===== src/design/sdcbd_pkg.sv =====
// sdcbd_pkg: shared constants and types for the command bank decoder
// assumes: compiled before every design file of the block
package sdcbd_pkg;

	// ************************************************************
	// widths and field positions
	// ************************************************************
	localparam int NUM_BANKS      = 4;
	localparam int BANK_BITS      = 2;
	localparam int ADDR_BITS      = 12;
	localparam int COL_LSB        = 0;
	localparam int COL_MSB        = 7;
	localparam int COL_BITS       = COL_MSB - COL_LSB + 1;
	localparam int AUTO_PRE_BIT   = 10;
	localparam int CMD_NOP_CYCLES = 1;

	// ************************************************************
	// reset values
	// ************************************************************
	localparam logic [3:0]  BANK_OPEN_RST = 4'h0;
	localparam logic [11:0] ADDR_RST      = 12'h000;
	localparam logic [1:0]  BANK_RST      = 2'h0;

	// ************************************************************
	// decoded command codes, one-hot
	// ************************************************************
	typedef enum logic [6:0] {
		SDCBD_CMD_DESEL = 7'h01,
		SDCBD_CMD_NOP   = 7'h02,
		SDCBD_CMD_ACT   = 7'h04,
		SDCBD_CMD_PRE   = 7'h08,
		SDCBD_CMD_READ  = 7'h10,
		SDCBD_CMD_WRITE = 7'h20,
		SDCBD_CMD_OTHER = 7'h40
	} sdcbd_cmd_t;

endpackage


===== src/design/sdcbd_bank.sv =====
// sdcbd_bank: open or idle state of one bank
// assumes: activate and precharge strobes already qualified per bank
`timescale 1ns/1ps
module sdcbd_bank
(
	// clock and reset
	input  wire logic clk,
	input  wire logic rst_n,
	// per-bank strobes
	input  wire logic open_req,
	input  wire logic close_req,
	// state
	output logic      is_open
);

	// ************************************************************
	// bank state
	// ************************************************************
	// activate and precharge never hit the same bank in one cycle
	always_ff @(posedge clk or negedge rst_n)
	begin
		if (!rst_n)
			is_open <= 1'b0;
		else if (open_req)
			is_open <= 1'b1;
		else if (close_req)
			is_open <= 1'b0;
	end

endmodule


===== src/design/sdcbd_top.sv =====
// sdcbd_top: command pin decoder and bank state tracker
// assumes: all pins but RST_N synchronous to REF_CLK, driven by the controller
`timescale 1ns/1ps
module sdcbd_top
#(
	parameter int NUM_BANKS = sdcbd_pkg::NUM_BANKS,
	parameter int ADDR_BITS = sdcbd_pkg::ADDR_BITS
)
(
	// clock and reset
	input  wire logic                 REF_CLK,
	input  wire logic                 RST_N,
	// command pins
	input  wire logic                 CHIP_SEL_N,
	input  wire logic                 ROW_STROBE_N,
	input  wire logic                 COL_STROBE_N,
	input  wire logic                 WRITE_STROBE_N,
	// bank and address pins
	input  wire logic                 BANK_SELECT_LO,
	input  wire logic                 BANK_SELECT_HI,
	input  wire logic [ADDR_BITS-1:0] ADDRESS_BUS,
	// decoded command, registered on the sampling edge
	output logic                      CMD_VALID,
	output logic [6:0]                CMD_CODE,
	output logic [1:0]                CMD_BANK,
	output logic [ADDR_BITS-1:0]      ROW_ADDR,
	output logic [7:0]                COL_ADDR,
	output logic                      AUTO_PRECHARGE_FLAG,
	output logic                      PRECHARGE_ALL,
	// bank state
	output logic [NUM_BANKS-1:0]      BANK_OPEN
);

	// ************************************************************
	// reset release
	// ************************************************************
	logic rst_meta_r;
	logic rst_n_r;

	// asynchronous assert, release through two flops
	always_ff @(posedge REF_CLK or negedge RST_N)
	begin
		if (!RST_N)
		begin
			rst_meta_r <= 1'b0;
			rst_n_r    <= 1'b0;
		end
		else
		begin
			rst_meta_r <= 1'b1;
			rst_n_r    <= rst_meta_r;
		end
	end

	// ************************************************************
	// combinational decode of the sampled pins
	// ************************************************************
	logic [1:0]                  bank_sel;
	sdcbd_pkg::sdcbd_cmd_t       cmd_nxt;
	logic [NUM_BANKS-1:0]        open_req;
	logic [NUM_BANKS-1:0]        close_req;
	logic                        auto_pre;

	assign bank_sel = {BANK_SELECT_HI, BANK_SELECT_LO};
	assign auto_pre = ADDRESS_BUS[sdcbd_pkg::AUTO_PRE_BIT];

	// truth table of the strobes; deselect masks everything
	always_comb
	begin
		cmd_nxt = sdcbd_pkg::SDCBD_CMD_OTHER;
		if (CHIP_SEL_N)
			cmd_nxt = sdcbd_pkg::SDCBD_CMD_DESEL;
		else
		begin
			case ({ROW_STROBE_N, COL_STROBE_N, WRITE_STROBE_N})
				3'h3:    cmd_nxt = sdcbd_pkg::SDCBD_CMD_ACT;
				3'h2:    cmd_nxt = sdcbd_pkg::SDCBD_CMD_PRE;
				3'h5:    cmd_nxt = sdcbd_pkg::SDCBD_CMD_READ;
				3'h4:    cmd_nxt = sdcbd_pkg::SDCBD_CMD_WRITE;
				3'h7:    cmd_nxt = sdcbd_pkg::SDCBD_CMD_NOP;
				default: cmd_nxt = sdcbd_pkg::SDCBD_CMD_OTHER;
			endcase
		end
	end

	// per-bank strobes; precharge with bit 10 high closes every bank
	always_comb
	begin
		for (int i = 0; i < NUM_BANKS; i++)
		begin
			open_req[i]  = (cmd_nxt == sdcbd_pkg::SDCBD_CMD_ACT) &&
				(bank_sel == i[1:0]);
			close_req[i] = (cmd_nxt == sdcbd_pkg::SDCBD_CMD_PRE) &&
				(auto_pre || (bank_sel == i[1:0]));
		end
	end

	// ************************************************************
	// registered command outputs
	// ************************************************************
	// every field latched on each rising edge, so outputs lag pins by one
	always_ff @(posedge REF_CLK or negedge rst_n_r)
	begin
		if (!rst_n_r)
		begin
			CMD_VALID           <= 1'b0;
			CMD_CODE            <= sdcbd_pkg::SDCBD_CMD_DESEL;
			CMD_BANK            <= sdcbd_pkg::BANK_RST;
			ROW_ADDR            <= sdcbd_pkg::ADDR_RST;
			COL_ADDR            <= sdcbd_pkg::ADDR_RST[sdcbd_pkg::COL_MSB:sdcbd_pkg::COL_LSB];
			AUTO_PRECHARGE_FLAG <= 1'b0;
			PRECHARGE_ALL       <= 1'b0;
		end
		else
		begin
			CMD_VALID <= !CHIP_SEL_N;
			CMD_CODE  <= cmd_nxt;
			CMD_BANK  <= bank_sel;
			ROW_ADDR  <= ADDRESS_BUS;
			COL_ADDR  <= ADDRESS_BUS[sdcbd_pkg::COL_MSB:sdcbd_pkg::COL_LSB];
			AUTO_PRECHARGE_FLAG <= auto_pre && ((cmd_nxt == sdcbd_pkg::SDCBD_CMD_READ) ||
				(cmd_nxt == sdcbd_pkg::SDCBD_CMD_WRITE));
			PRECHARGE_ALL <= auto_pre && (cmd_nxt == sdcbd_pkg::SDCBD_CMD_PRE);
		end
	end

	// ************************************************************
	// bank state, one tracker per bank
	// ************************************************************
	genvar g;
	generate
		for (g = 0; g < NUM_BANKS; g++)
		begin : g_bank
			sdcbd_bank u_bank
			(
				.clk       (REF_CLK),
				.rst_n     (rst_n_r),
				.open_req  (open_req[g]),
				.close_req (close_req[g]),
				.is_open   (BANK_OPEN[g])
			);
		end
	endgenerate

	// ************************************************************
	// assertions
	// ************************************************************
	// checks start one edge after the internal reset lifts: the edge that
	// lifts it still holds the outputs, so pins seen there are not decoded
	logic chk_en_r;

	always_ff @(posedge REF_CLK or negedge rst_n_r)
	begin
		if (!rst_n_r)
			chk_en_r <= 1'b0;
		else
			chk_en_r <= 1'b1;
	end
endmodule


===== config.mk =====
export PLATFORM = sky130hd
export DESIGN_NAME = sdcbd_top
export DESIGN_NICKNAME = d
export VERILOG_FILES = /design/src/design/sdcbd_pkg.sv /design/src/design/sdcbd_bank.sv /design/src/design/sdcbd_top.sv
export SDC_FILE = /design/constraint.sdc
export NUM_CORES = 1
export LEC_CHECK = 0
export ABC_AREA = 1
export BUFFER_PORTS_ARGS = -buffer_cell sky130_fd_sc_hd__buf_2
export CORE_MARGIN = 2
export CORE_UTILIZATION = 39
export CTS_CLUSTER_SIZE = 28
export DETAILED_ROUTE_END_ITERATION = 10
export MAX_ROUTING_LAYER = met4
export PLACE_DENSITY = 0.78
export SLEW_MARGIN = 20
export SYNTH_ARGS = -nofsm -noshare
export SYNTH_HDL_FRONTEND = slang
export SYNTH_SLANG_ARGS = --single-unit

===== constraint.sdc =====
create_clock -name REF_CLK -period 0.9 [get_ports REF_CLK]
set_input_delay 0.18 -clock REF_CLK [delete_from_list [all_inputs] [get_ports REF_CLK]]
set_output_delay 0.18 -clock REF_CLK [all_outputs]
set_load 0.01 [all_outputs]

== Yosys cells after proc, flatten, opt, wreduce, memory -nomap -nowiden ==
Cells that the tools add are included.

* Output and inout port bits: 36
* Flip-flop bits (word level): 38
* Logic and storage cells: 56
* Bits of input ports: 20

* Mux-type cells: 10
* Eq/ne operators: 12
* Reduce and logical (&&, ||, !) cells: 21

{| class="wikitable"
|+ Operators by type and width
! kind !! number
|-
| $pmux 7 s5 || 1
|-
| $logic_and 1x1->1 || 10
|-
| $eq 3x3->1 const B || 3
|-
| $mux 1 || 8
|-
| $reduce_bool 2->1 || 4
|-
| $eq 7x3->1 const B || 1
|-
| $eq 7x4->1 const B || 1
|-
| $eq 7x5->1 const B || 1
|-
| $eq 7x6->1 const B || 1
|-
| $mux 7 || 1
|-
| $eq 3x2->1 const B || 2
|-
| $logic_or 1x1->1 || 5
|-
| $eq 2x2->1 const B || 2
|-
| $eq 2x1->1 const B || 1
|-
| $logic_not 2->1 || 1
|-
| $logic_not 1->1 || 1
|}

== Longest topological paths before layout ==
Gate-level depths: netlist of the first run.

* Depth after elaboration: 7
* Mapped depth: 6
* Mapped depth without buffers: 6

== Hierarchy ==
A second synthesis of the first run with hierarchy kept.

* Cell total of the unflattened synthesis: 95
* Area, all modules: 1049.8 um^2

{| class="wikitable"
|+ Modules (own cells, without submodules)
! module !! area an instance (um^2) !! times used !! cells an instance !! sequential area each (um^2)
|-
| sdcbd_top || 889.6 || 1 || 75 || 651.9
|-
| sdcbd_bank || 40.0 || 4 || 5 || 25.0
|}

== Least setup slack after synthesis of the first run ==
Ideal clock, no wire load.

* Path type: register -> output
* Start: register ROW_ADDR[0]
* End: output ROW_ADDR[0]
* Path slack: 181 ps
* Cell stages (with the launch flop): 2
* Arrival: 539 ps
* Required time: 720 ps
* Buffers on the path: 1
* Path through: dfrtp_1 buf_4

{| class="wikitable"
|+ RTL lines
! element !! RTL line !! source
|-
| start: declaration || sdcbd_top.sv:26 || <nowiki>output logic [ADDR_BITS-1:0] ROW_ADDR,</nowiki>
|-
| start signal: assignment || sdcbd_top.sv:109 || <nowiki>ROW_ADDR <= sdcbd_pkg::ADDR_RST;</nowiki>
|}

No word-level cell between the ends.

== Final worst setup path of the first run ==
* Start: register CMD_CODE[0]
* End: output CMD_CODE[0]

{| class="wikitable"
|+ RTL lines
! element !! RTL line !! source
|-
| start: declaration || sdcbd_top.sv:24 || <nowiki>output logic [6:0] CMD_CODE,</nowiki>
|-
| start signal: assignment || sdcbd_top.sv:107 || <nowiki>CMD_CODE <= sdcbd_pkg::SDCBD_CMD_DESEL;</nowiki>
|-
| start signal: assignment || sdcbd_top.sv:117 || <nowiki>CMD_CODE <= cmd_nxt;</nowiki>
|}

No word-level cell between the ends.

==> flow_summary.toml, run 1 <==
[setup_path]
max_stage_delay_ns = 0.54
worstPathCellList = "buf_6"
worst-path-buf-inv = 1
worstSetupStartpointType = "register"
crit_arrival_ns = 0.95
crit_required_ns = 0.72
cp_slowest_cell = "dfstp_2"
crit_family = "flip-flops"
worstPathMaxFanout = 1
crit_type = "register to output port"
cp-end-kind = "output port"

[timing]
rsz0062_at_grt = "true"
hold_ws_ns = 0.04886
min_period_ns = 1.128
max_freq_mhz = 886.9
slew_viol_final = 0
hold_viol_final = 0
fin_ws_ns = -0.2275
finalSetupViolCount = 36
post-route-period-util_pct = 125.3
skew_ns = 0.006500

[routing]
wl_per_cell_um = 14.12
drtIter0Drc = 20
route.detailed.drc = 0
antenna_left = 0
via_per_inst = 4.716
dr.pass1.iters = 4
vias = 896
drt_wl_total_um = 2683

[pwr]
p_clk_share_pct = 35.1
p_int_mw = 2.249
vdd_drop_max_mv = 1.099
combPwrFrac_pct = 15.7
p_leak_nw = 0.8813
swShare_pct = 25.09
seqPwrFrac_pct = 49.2
powerDensity_nw_per_um2 = 1885
switchingPower_uw = 753.2

[die]
core_um2 = 2522
die_area_um2 = 3140
initial_utilization_pct = 41.87
die_x_um = 56.04
io_pins = 56
dieHeight_um = 56.04
rows = 18

[clocking]
clkTransAtPathRegs_ns = 0.10
clk_latency_ns = 0.32
root_buffer = "clkbuf_4"
cts.sinks = 30
cts_tree = "built"
cts_buffers = 5
cts_max_path_buffers = 2
h-tree-depth = 2

[yosys]
synth.top_cell.area_share_pct = 68.72
ys_seq_area_share_pct = 71.21
synth_area_per_cell_um2 = 12.00
ys_warn_count = 0
syn_nets = 108
synth_area_um2 = 1056
yosysTopAreaCell = "dfrtp_1"
synth_cell_types = 13
ys_ff_latch = 30
synth_area_leaders = "dfrtp_1 69%, buf_4 8.5%, nand2_1 7.5%"
syn-instance-count = 88

[finish]
fillCellCount = 188
stdcell_area_um2 = 1593
area_growth_pct = 50.83
drive_gt1_share_pct = 48.75
antenna_cells = 0
finalNetCount = 179

[placed_design]
place_congestion = 0.7869
port_buffers = 55
dpl_cell_area_um2 = 1306
dp_hpwl_um = 1575

[global_routing]
grt_max_degree = 29
grt_pass1_wl_um = 4347
grt_pass1_vias = 927
grt_use_total_pct = 18.90
grt_antenna_before_repair = 0
grt_overflow = 0

[outcome]
violations = "setup timing"
status = "complete, but fails checks"

[run]
cap_violations = 0

[worst_hold_path]
min_path_type = "input port to register"
-- routing by layer --
| metal | global-route usage [%] | share of wire, % | vias up |
|---|---|---|---|
| li1 | - | - | 401 |
| met1 | 20.91 | 40 | 424 |
| met2 | 31.09 | 49 | 66 |
| met3 | 5.581 | 9.0 | 5 |
| met4 | 9.184 | 1.7 | 0 |
| met5 | - | 0 | - |
-- layout by cell type (no fill, tap or decap), drive strengths merged --
| master | netlist | final |
|---|---|---|
| dfrtp | 29 | 29 |
| dfstp | 1 | 1 |
| nand4 | 4 | 4 |
| nand2 | 23 | 23 |
| conb | 1 | 1 |
| inv | 8 | 8 |
| clkinv | 0 | 2 |
| o21ai | 1 | 1 |
| buf | 12 | 62 |
| dlygate4sd3 | 0 | 14 |
| nor3 | 6 | 6 |
| bufinv | 0 | 1 |
| nor2 | 3 | 3 |
| clkbuf | 0 | 5 |
-- power groups by stage --
stage	Sequential, mW	Clock [mW]	Combinational (mW)
after floorplan	1.53	0	0.180
after global placement	1.50	0	0.334
after detailed placement	1.50	0	0.342
after CTS	1.47	1.06	0.435
after global routing	1.49	1.13	0.512
final	1.48	1.05	0.472
-- through the flow --
stage / power [mW] / TNS, ns / setup slack, ns / cells / utilization, %
after detailed placement: 1.839 / 0 / 0.01452 / 163 / 51.79
final: 3.002 / -4.480 / -0.2275 / 190 / 63.14
after CTS: 2.967 / -4.803 / -0.2507 / 188 / 61.81
after global placement: 1.831 / 0 / 0.04838 / 163 / 51.79
after global routing: 3.131 / -5.967 / -0.2585 / 190 / 63.14
after floorplan: 1.715 / 0 / 0.005730 / 88 / -
-- Yosys cell counts --
cell	number
conb_1	1
nand2_1	21
buf_4	12
nand4_1	4
inv_1	4
nor2_4	1
nor2_1	2
inv_2	4
dfrtp_1	29
nor3_1	6
o21ai_0	1
nand2_4	2
dfstp_2	1
-- final cells by class --
class	count	area (um^2)	share of cell area (%)
repair buffers	76	511.7	32.13
multi-input cells	38	183.9	11.55
clock buffers	5	37.54	2.357
clock inverters	3	40.04	2.514
inverters	8	30.03	1.885
well taps	30	37.54	2.357
flip-flops and latches	30	752.0	47.21
-- registers in the layout, summed over array words and instances (netlist names) --
| signal | count |
|---|---|
| CMD_CODE | 7 |
| rst_meta_r | 1 |
| CMD_BANK | 2 |
| CMD_VALID | 1 |
| AUTO_PRECHARGE_FLAG | 1 |
| ROW_ADDR | 12 |
| g_bank.u_bank.is_open | 4 |
| rst_n_r | 1 |
| PRECHARGE_ALL | 1 |
-- logic make-up (layout without fill, tap and decap cells) --
family | after synthesis | in the layout | synth area share (%)
other cells | 1 | 1 | 0.3551
buf+inv | 20 | 92 | 11.37
compound gates | 1 | 1 | 0.4735
flops | 30 | 30 | 71.21
simple gates | 36 | 36 | 16.59
-- final timing paths --
check | cells past startpoint | to | slack (ns) | start
min in group asynchronous | 2 | rst_meta_r | 0.17 | RST_N
worst max-delay path | 1 | CMD_CODE[0] | -0.23 | CMD_CODE[0]
worst min register to register | 1 | g_bank[2].u_bank.is_open | 0.23 | rst_n_r
max in group asynchronous | 1 | CMD_CODE[0] | 0.44 | rst_n_r
worst min-delay path | 1 | CMD_BANK[0] | 0.05 | BANK_SELECT_LO
worst max register to register | 4 | g_bank[2].u_bank.is_open | 0.05 | g_bank[2].u_bank.is_open
-- timing repair --
item | 4_1_cts | 5_1_grt
hold buffers | 14 | 0
setup endpoints to repair | 36 | 36
resized for setup | 2 | 4
hold endpoints to repair | 15 | 0
setup buffers | 3 | 2
Note: power is estimated with default switching activity, not from simulation.
==> run 2, diff against run 1 <==
--- a/config.mk
+++ b/config.mk
@@ -6,13 +6,13 @@
 export NUM_CORES = 1
 export LEC_CHECK = 0
 export ABC_AREA = 1
-export BUFFER_PORTS_ARGS = -buffer_cell sky130_fd_sc_hd__buf_2
 export CORE_MARGIN = 2
-export CORE_UTILIZATION = 39
+export CORE_UTILIZATION = 52
 export CTS_CLUSTER_SIZE = 28
 export DETAILED_ROUTE_END_ITERATION = 10
+export DONT_BUFFER_PORTS = 1
 export MAX_ROUTING_LAYER = met4
-export PLACE_DENSITY = 0.78
+export PLACE_DENSITY = 0.74
 export SLEW_MARGIN = 20
 export SYNTH_ARGS = -nofsm -noshare
 export SYNTH_HDL_FRONTEND = slang
==> constraint.sdc (replaced) <==
create_clock -name REF_CLK -period 0.9 [get_ports REF_CLK]
set_input_delay 0.18 -clock REF_CLK [delete_from_list [all_inputs] [get_ports REF_CLK]]
set_output_delay 0.18 -clock REF_CLK [all_outputs]
set_load 0.05 [all_outputs]
==> run 2 against run 1 <==
Net effect:
- the flow now stops in 5_1_grt
- synthesized area unchanged
- synthesized cell count unchanged
==> flow_summary.toml, run 2 <==
[outcome]
status = "aborted with a tool error"
stop_stage = "5_1_grt"
stop_error = "[ERROR DPL-0033] detailed placement checks failed during check placement."

[timing]
worst_endpoint = "CMD_CODE[0]"
worst_endpoint_kind = "top-level output"

[clocking]
h-tree-depth = 2
root_buffer = "clkbuf_4"
cts_max_path_buffers = 2
cts_setup_buffers = 0
cts.sinks = 30
cts_buffers = 5

[yosys]
ys_warn_count = 0
synth_area_um2 = 1056
synth.top_cell.area_share_pct = 68.72
synthTopCellsByCount = "29 x dfrtp_1, 21 x nand2_1, 12 x buf_4, 6 x nor3_1"
async_flop_share_pct = 100.0
synth_cell_types = 13
syn_nets = 108
synth_area_per_cell_um2 = 12.00
synth.most_common_cell = "dfrtp_1"
syn-instance-count = 88
ys_ff_latch = 30
synth_area_leaders = "dfrtp_1 69%, buf_4 8.5%, nand2_1 7.5%"
ys.flop_type = "dfrtp_1"
ys_seq_area_share_pct = 71.21
synth_edf_count = 0
yosysTopAreaCell = "dfrtp_1"

[die]
io_pins = 56
die_x_um = 49.07
initial_utilization_pct = 54.38
dieHeight_um = 49.07
rows = 16

[placed_design]
place_congestion = 0.7248
pre_cts_slack_ns = 0.06064
dpl_cell_area_um2 = 1567
port_buffers = 0
dp_hpwl_um = 1825

[global_routing]
grt_antenna_before_repair = 0
grt_max_degree = 17
run 2: cell counts after synthesis:
No cell type changed its count.
run 2: cell families after synthesis:
logic type	count (synthesis)	share of synthesized area [%]
AO/OA/AOI/OAI	1	0.4735
other	1	0.3551
AND/OR/NAND/NOR	36	16.59
flip-flops	30	71.21
buffers and inverters	20	11.37
run 2: repair_timing:
action,in CTS
hold buffers,17
endpoints found under the setup margin,36
endpoints found under the hold margin,24
resized for setup,0
run 2: metrics by stage:
stage,cells,hold WS [ns],util [%],setup TNS (ns)
4_1_cts,157,0.004948,92.46,-7.904
3_5_place_dp,132,-0.1155,80.67,0
3_3_place_gp,132,-0.1156,80.67,0
2_1_floorplan,88,-0.1156,-,-0.02430
==> run 3, diff against run 2 <==
--- a/config.mk
+++ b/config.mk
@@ -6,13 +6,11 @@
 export NUM_CORES = 1
 export LEC_CHECK = 0
 export ABC_AREA = 1
-export CORE_MARGIN = 2
-export CORE_UTILIZATION = 52
-export CTS_CLUSTER_SIZE = 28
+export CORE_AREA = 2 2 63 65
 export DETAILED_ROUTE_END_ITERATION = 10
+export DIE_AREA = 0 0 65 67
 export DONT_BUFFER_PORTS = 1
-export MAX_ROUTING_LAYER = met4
-export PLACE_DENSITY = 0.74
+export PLACE_DENSITY_LB_ADDON = 0.15
 export SLEW_MARGIN = 20
 export SYNTH_ARGS = -nofsm -noshare
 export SYNTH_HDL_FRONTEND = slang
==> constraint.sdc (replaced) <==
create_clock -name REF_CLK -period 1.15 [get_ports REF_CLK]
set_input_delay 0.23 -clock REF_CLK [delete_from_list [all_inputs] [get_ports REF_CLK]]
set_output_delay 0.23 -clock REF_CLK [all_outputs]
set_load 0.05 [all_outputs]
==> run 3 against run 2 <==
Net effect:
- the flow now finishes, with violations (setup timing)
==> flow_summary.toml, run 3 (synthesis results as in run 1) <==
[finish]
finalNetCount = 132
mostFrequentLayoutCells = "21 x nand2_1, 17 x dlygate4sd3_1, 15 x dfrtp_1"
fillCellCount = 343
largest_register_ffs = 12
largestRegisters = "ROW_ADDR: 12 flops, CMD_CODE: 7 flops, g_bank.u_bank.is_open: 4 flops"
largest-register = "ROW_ADDR"
area_growth_pct = 44.43
final_util_pct = 42.30
drive_gt1_share_pct = 37.17
final_common_cell = "nand2_1"
antenna_cells = 0

[die]
die_area_um2 = 4355
core_um2 = 3606
dieHeight_um = 67
die_x_um = 65
rows = 22
initial_utilization_pct = 29.29
io_pins = 56

[pwr]
combPwrFrac_pct = 12.4
switchingPower_uw = 813.6
powerDensity_nw_per_um2 = 1779
seqPwrFrac_pct = 49.4
p_leak_nw = 0.7085
vdd_drop_max_mv = 0.8543
swShare_pct = 29.99
p_int_mw = 1.899
p_clk_share_pct = 38.2
power_mw = 2.713

[placed_design]
dp_hpwl_um = 1525
place_congestion = 0.7210
port_buffers = 0
pre_cts_slack_ns = 0.2620

[setup_path]
crit_arrival_ns = 0.96
ff2ff_path_depth = 2
worstPathMaxFanout = 1
crit_required_ns = 0.92
cp-end-kind = "output port"
rr_endpoint = "g_bank[0].u_bank.is_open"
worstSetupStartpointType = "register"
r2r_start = "g_bank[0].u_bank.is_open"
r2r_slack_ns = 0.34
crit_type = "register to output port"

[routing]
wl_per_cell_um = 13.65
drt_wl_total_um = 2198
route.detailed.drc = 0
antenna_left = 0
via_per_inst = 4.075
drtIter0Drc = 6
dr.pass1.iters = 2
vias = 656

[global_routing]
grt_use_total_pct = 11.81
grt_overflow = 0
grt_pass1_wl_um = 3650
grt_antenna_before_repair = 0
grt_max_degree = 23
grt_pass1_vias = 734

[timing]
min_period_ns = 1.188
post-route-period-util_pct = 103.3
skew_ns = 0.006225
finalSetupTns_ns = -0.03814
finalSetupViolCount = 1
max_freq_mhz = 841.7
slew_viol_final = 0
rsz0062_at_grt = "true"
hold_viol_final = 0
fin_ws_ns = -0.03814

[outcome]
status = "complete, but fails checks"
violations = "setup timing"

[clocking]
cts_max_path_buffers = 2
h-tree-depth = 2
root_buffer = "clkbuf_8"
cts_tree = "built"
cts_setup_buffers = 0
cts.sinks = 30
clk_latency_ns = 0.28
clkTransAtPathRegs_ns = 0.07
cts_buffers = 5

[run]
cap_violations = 0

[worst_hold_path]
holdCritStartpoint = "CHIP_SEL_N"
min_path_type = "input port to register"
holdPathStages = 1
whs_endpoint = "CMD_CODE[2]"
-- run 3: routing by layer --
layer	global-route usage (%)	share of wire, %	vias up
li1	-	-	308
met1	13.46	41	300
met2	18.30	45	42
met3	5.743	12	6
met4	6.117	1.9	0
met5	0	0	-
-- run 3: cell type report --
class	instances	area, um^2	area share (%)
clock inverters	3	40.04	2.625
inverters	8	30.03	1.969
clock buffers	5	68.82	4.512
multi-input cells	38	183.9	12.06
repair buffers	29	372.9	24.45
flip-flops and latches	30	769.5	50.45
well taps	48	60.06	3.938
-- run 3: worst max-delay path by stage --
stage / endpoint / start / cells after the start
after floorplan: ROW_ADDR[0] / ROW_ADDR[0] / 1
after global placement: CMD_CODE[0] / CMD_CODE[0] / 0
after detailed placement: CMD_CODE[0] / CMD_CODE[0] / 0
after CTS: CMD_CODE[0] / CMD_CODE[0] / 0
after global routing: CMD_CODE[0] / CMD_CODE[0] / 0
final: CMD_CODE[0] / CMD_CODE[0] / 0
-- run 3: worst reg2reg max path, stage by stage (launching register included) --
cell,delay [ns]
dfrtp_2,0.52
nand2_1,0.12
nand2_1,0.06
-- run 3: timing repair --
| action | 4_1_cts | 5_1_grt |
|---|---|---|
| gates resized for setup | 6 | 8 |
| endpoints found under the setup margin | 7 | 9 |
| hold endpoints to repair | 17 | 1 |
| hold buffers | 16 | 1 |
-- run 3: power groups by stage --
stage	clock [mW]	sequential [mW]	combinational, mW
floorplan	0	1.32	0.274
global placement	0	1.35	0.289
detailed placement	0	1.35	0.291
CTS	1.06	1.34	0.339
global route	1.12	1.35	0.367
finish	1.04	1.34	0.337
-- run 3: through the flow --
stage	cells	instance area, um^2	hold WS (ns)
final	161	1525	0.01163
after global routing	161	1525	-0.001193
after global placement	136	1229	-0.06555
after floorplan	88	1056	-0.06559
after detailed placement	136	1229	-0.06554
after CTS	160	1505	0.001149
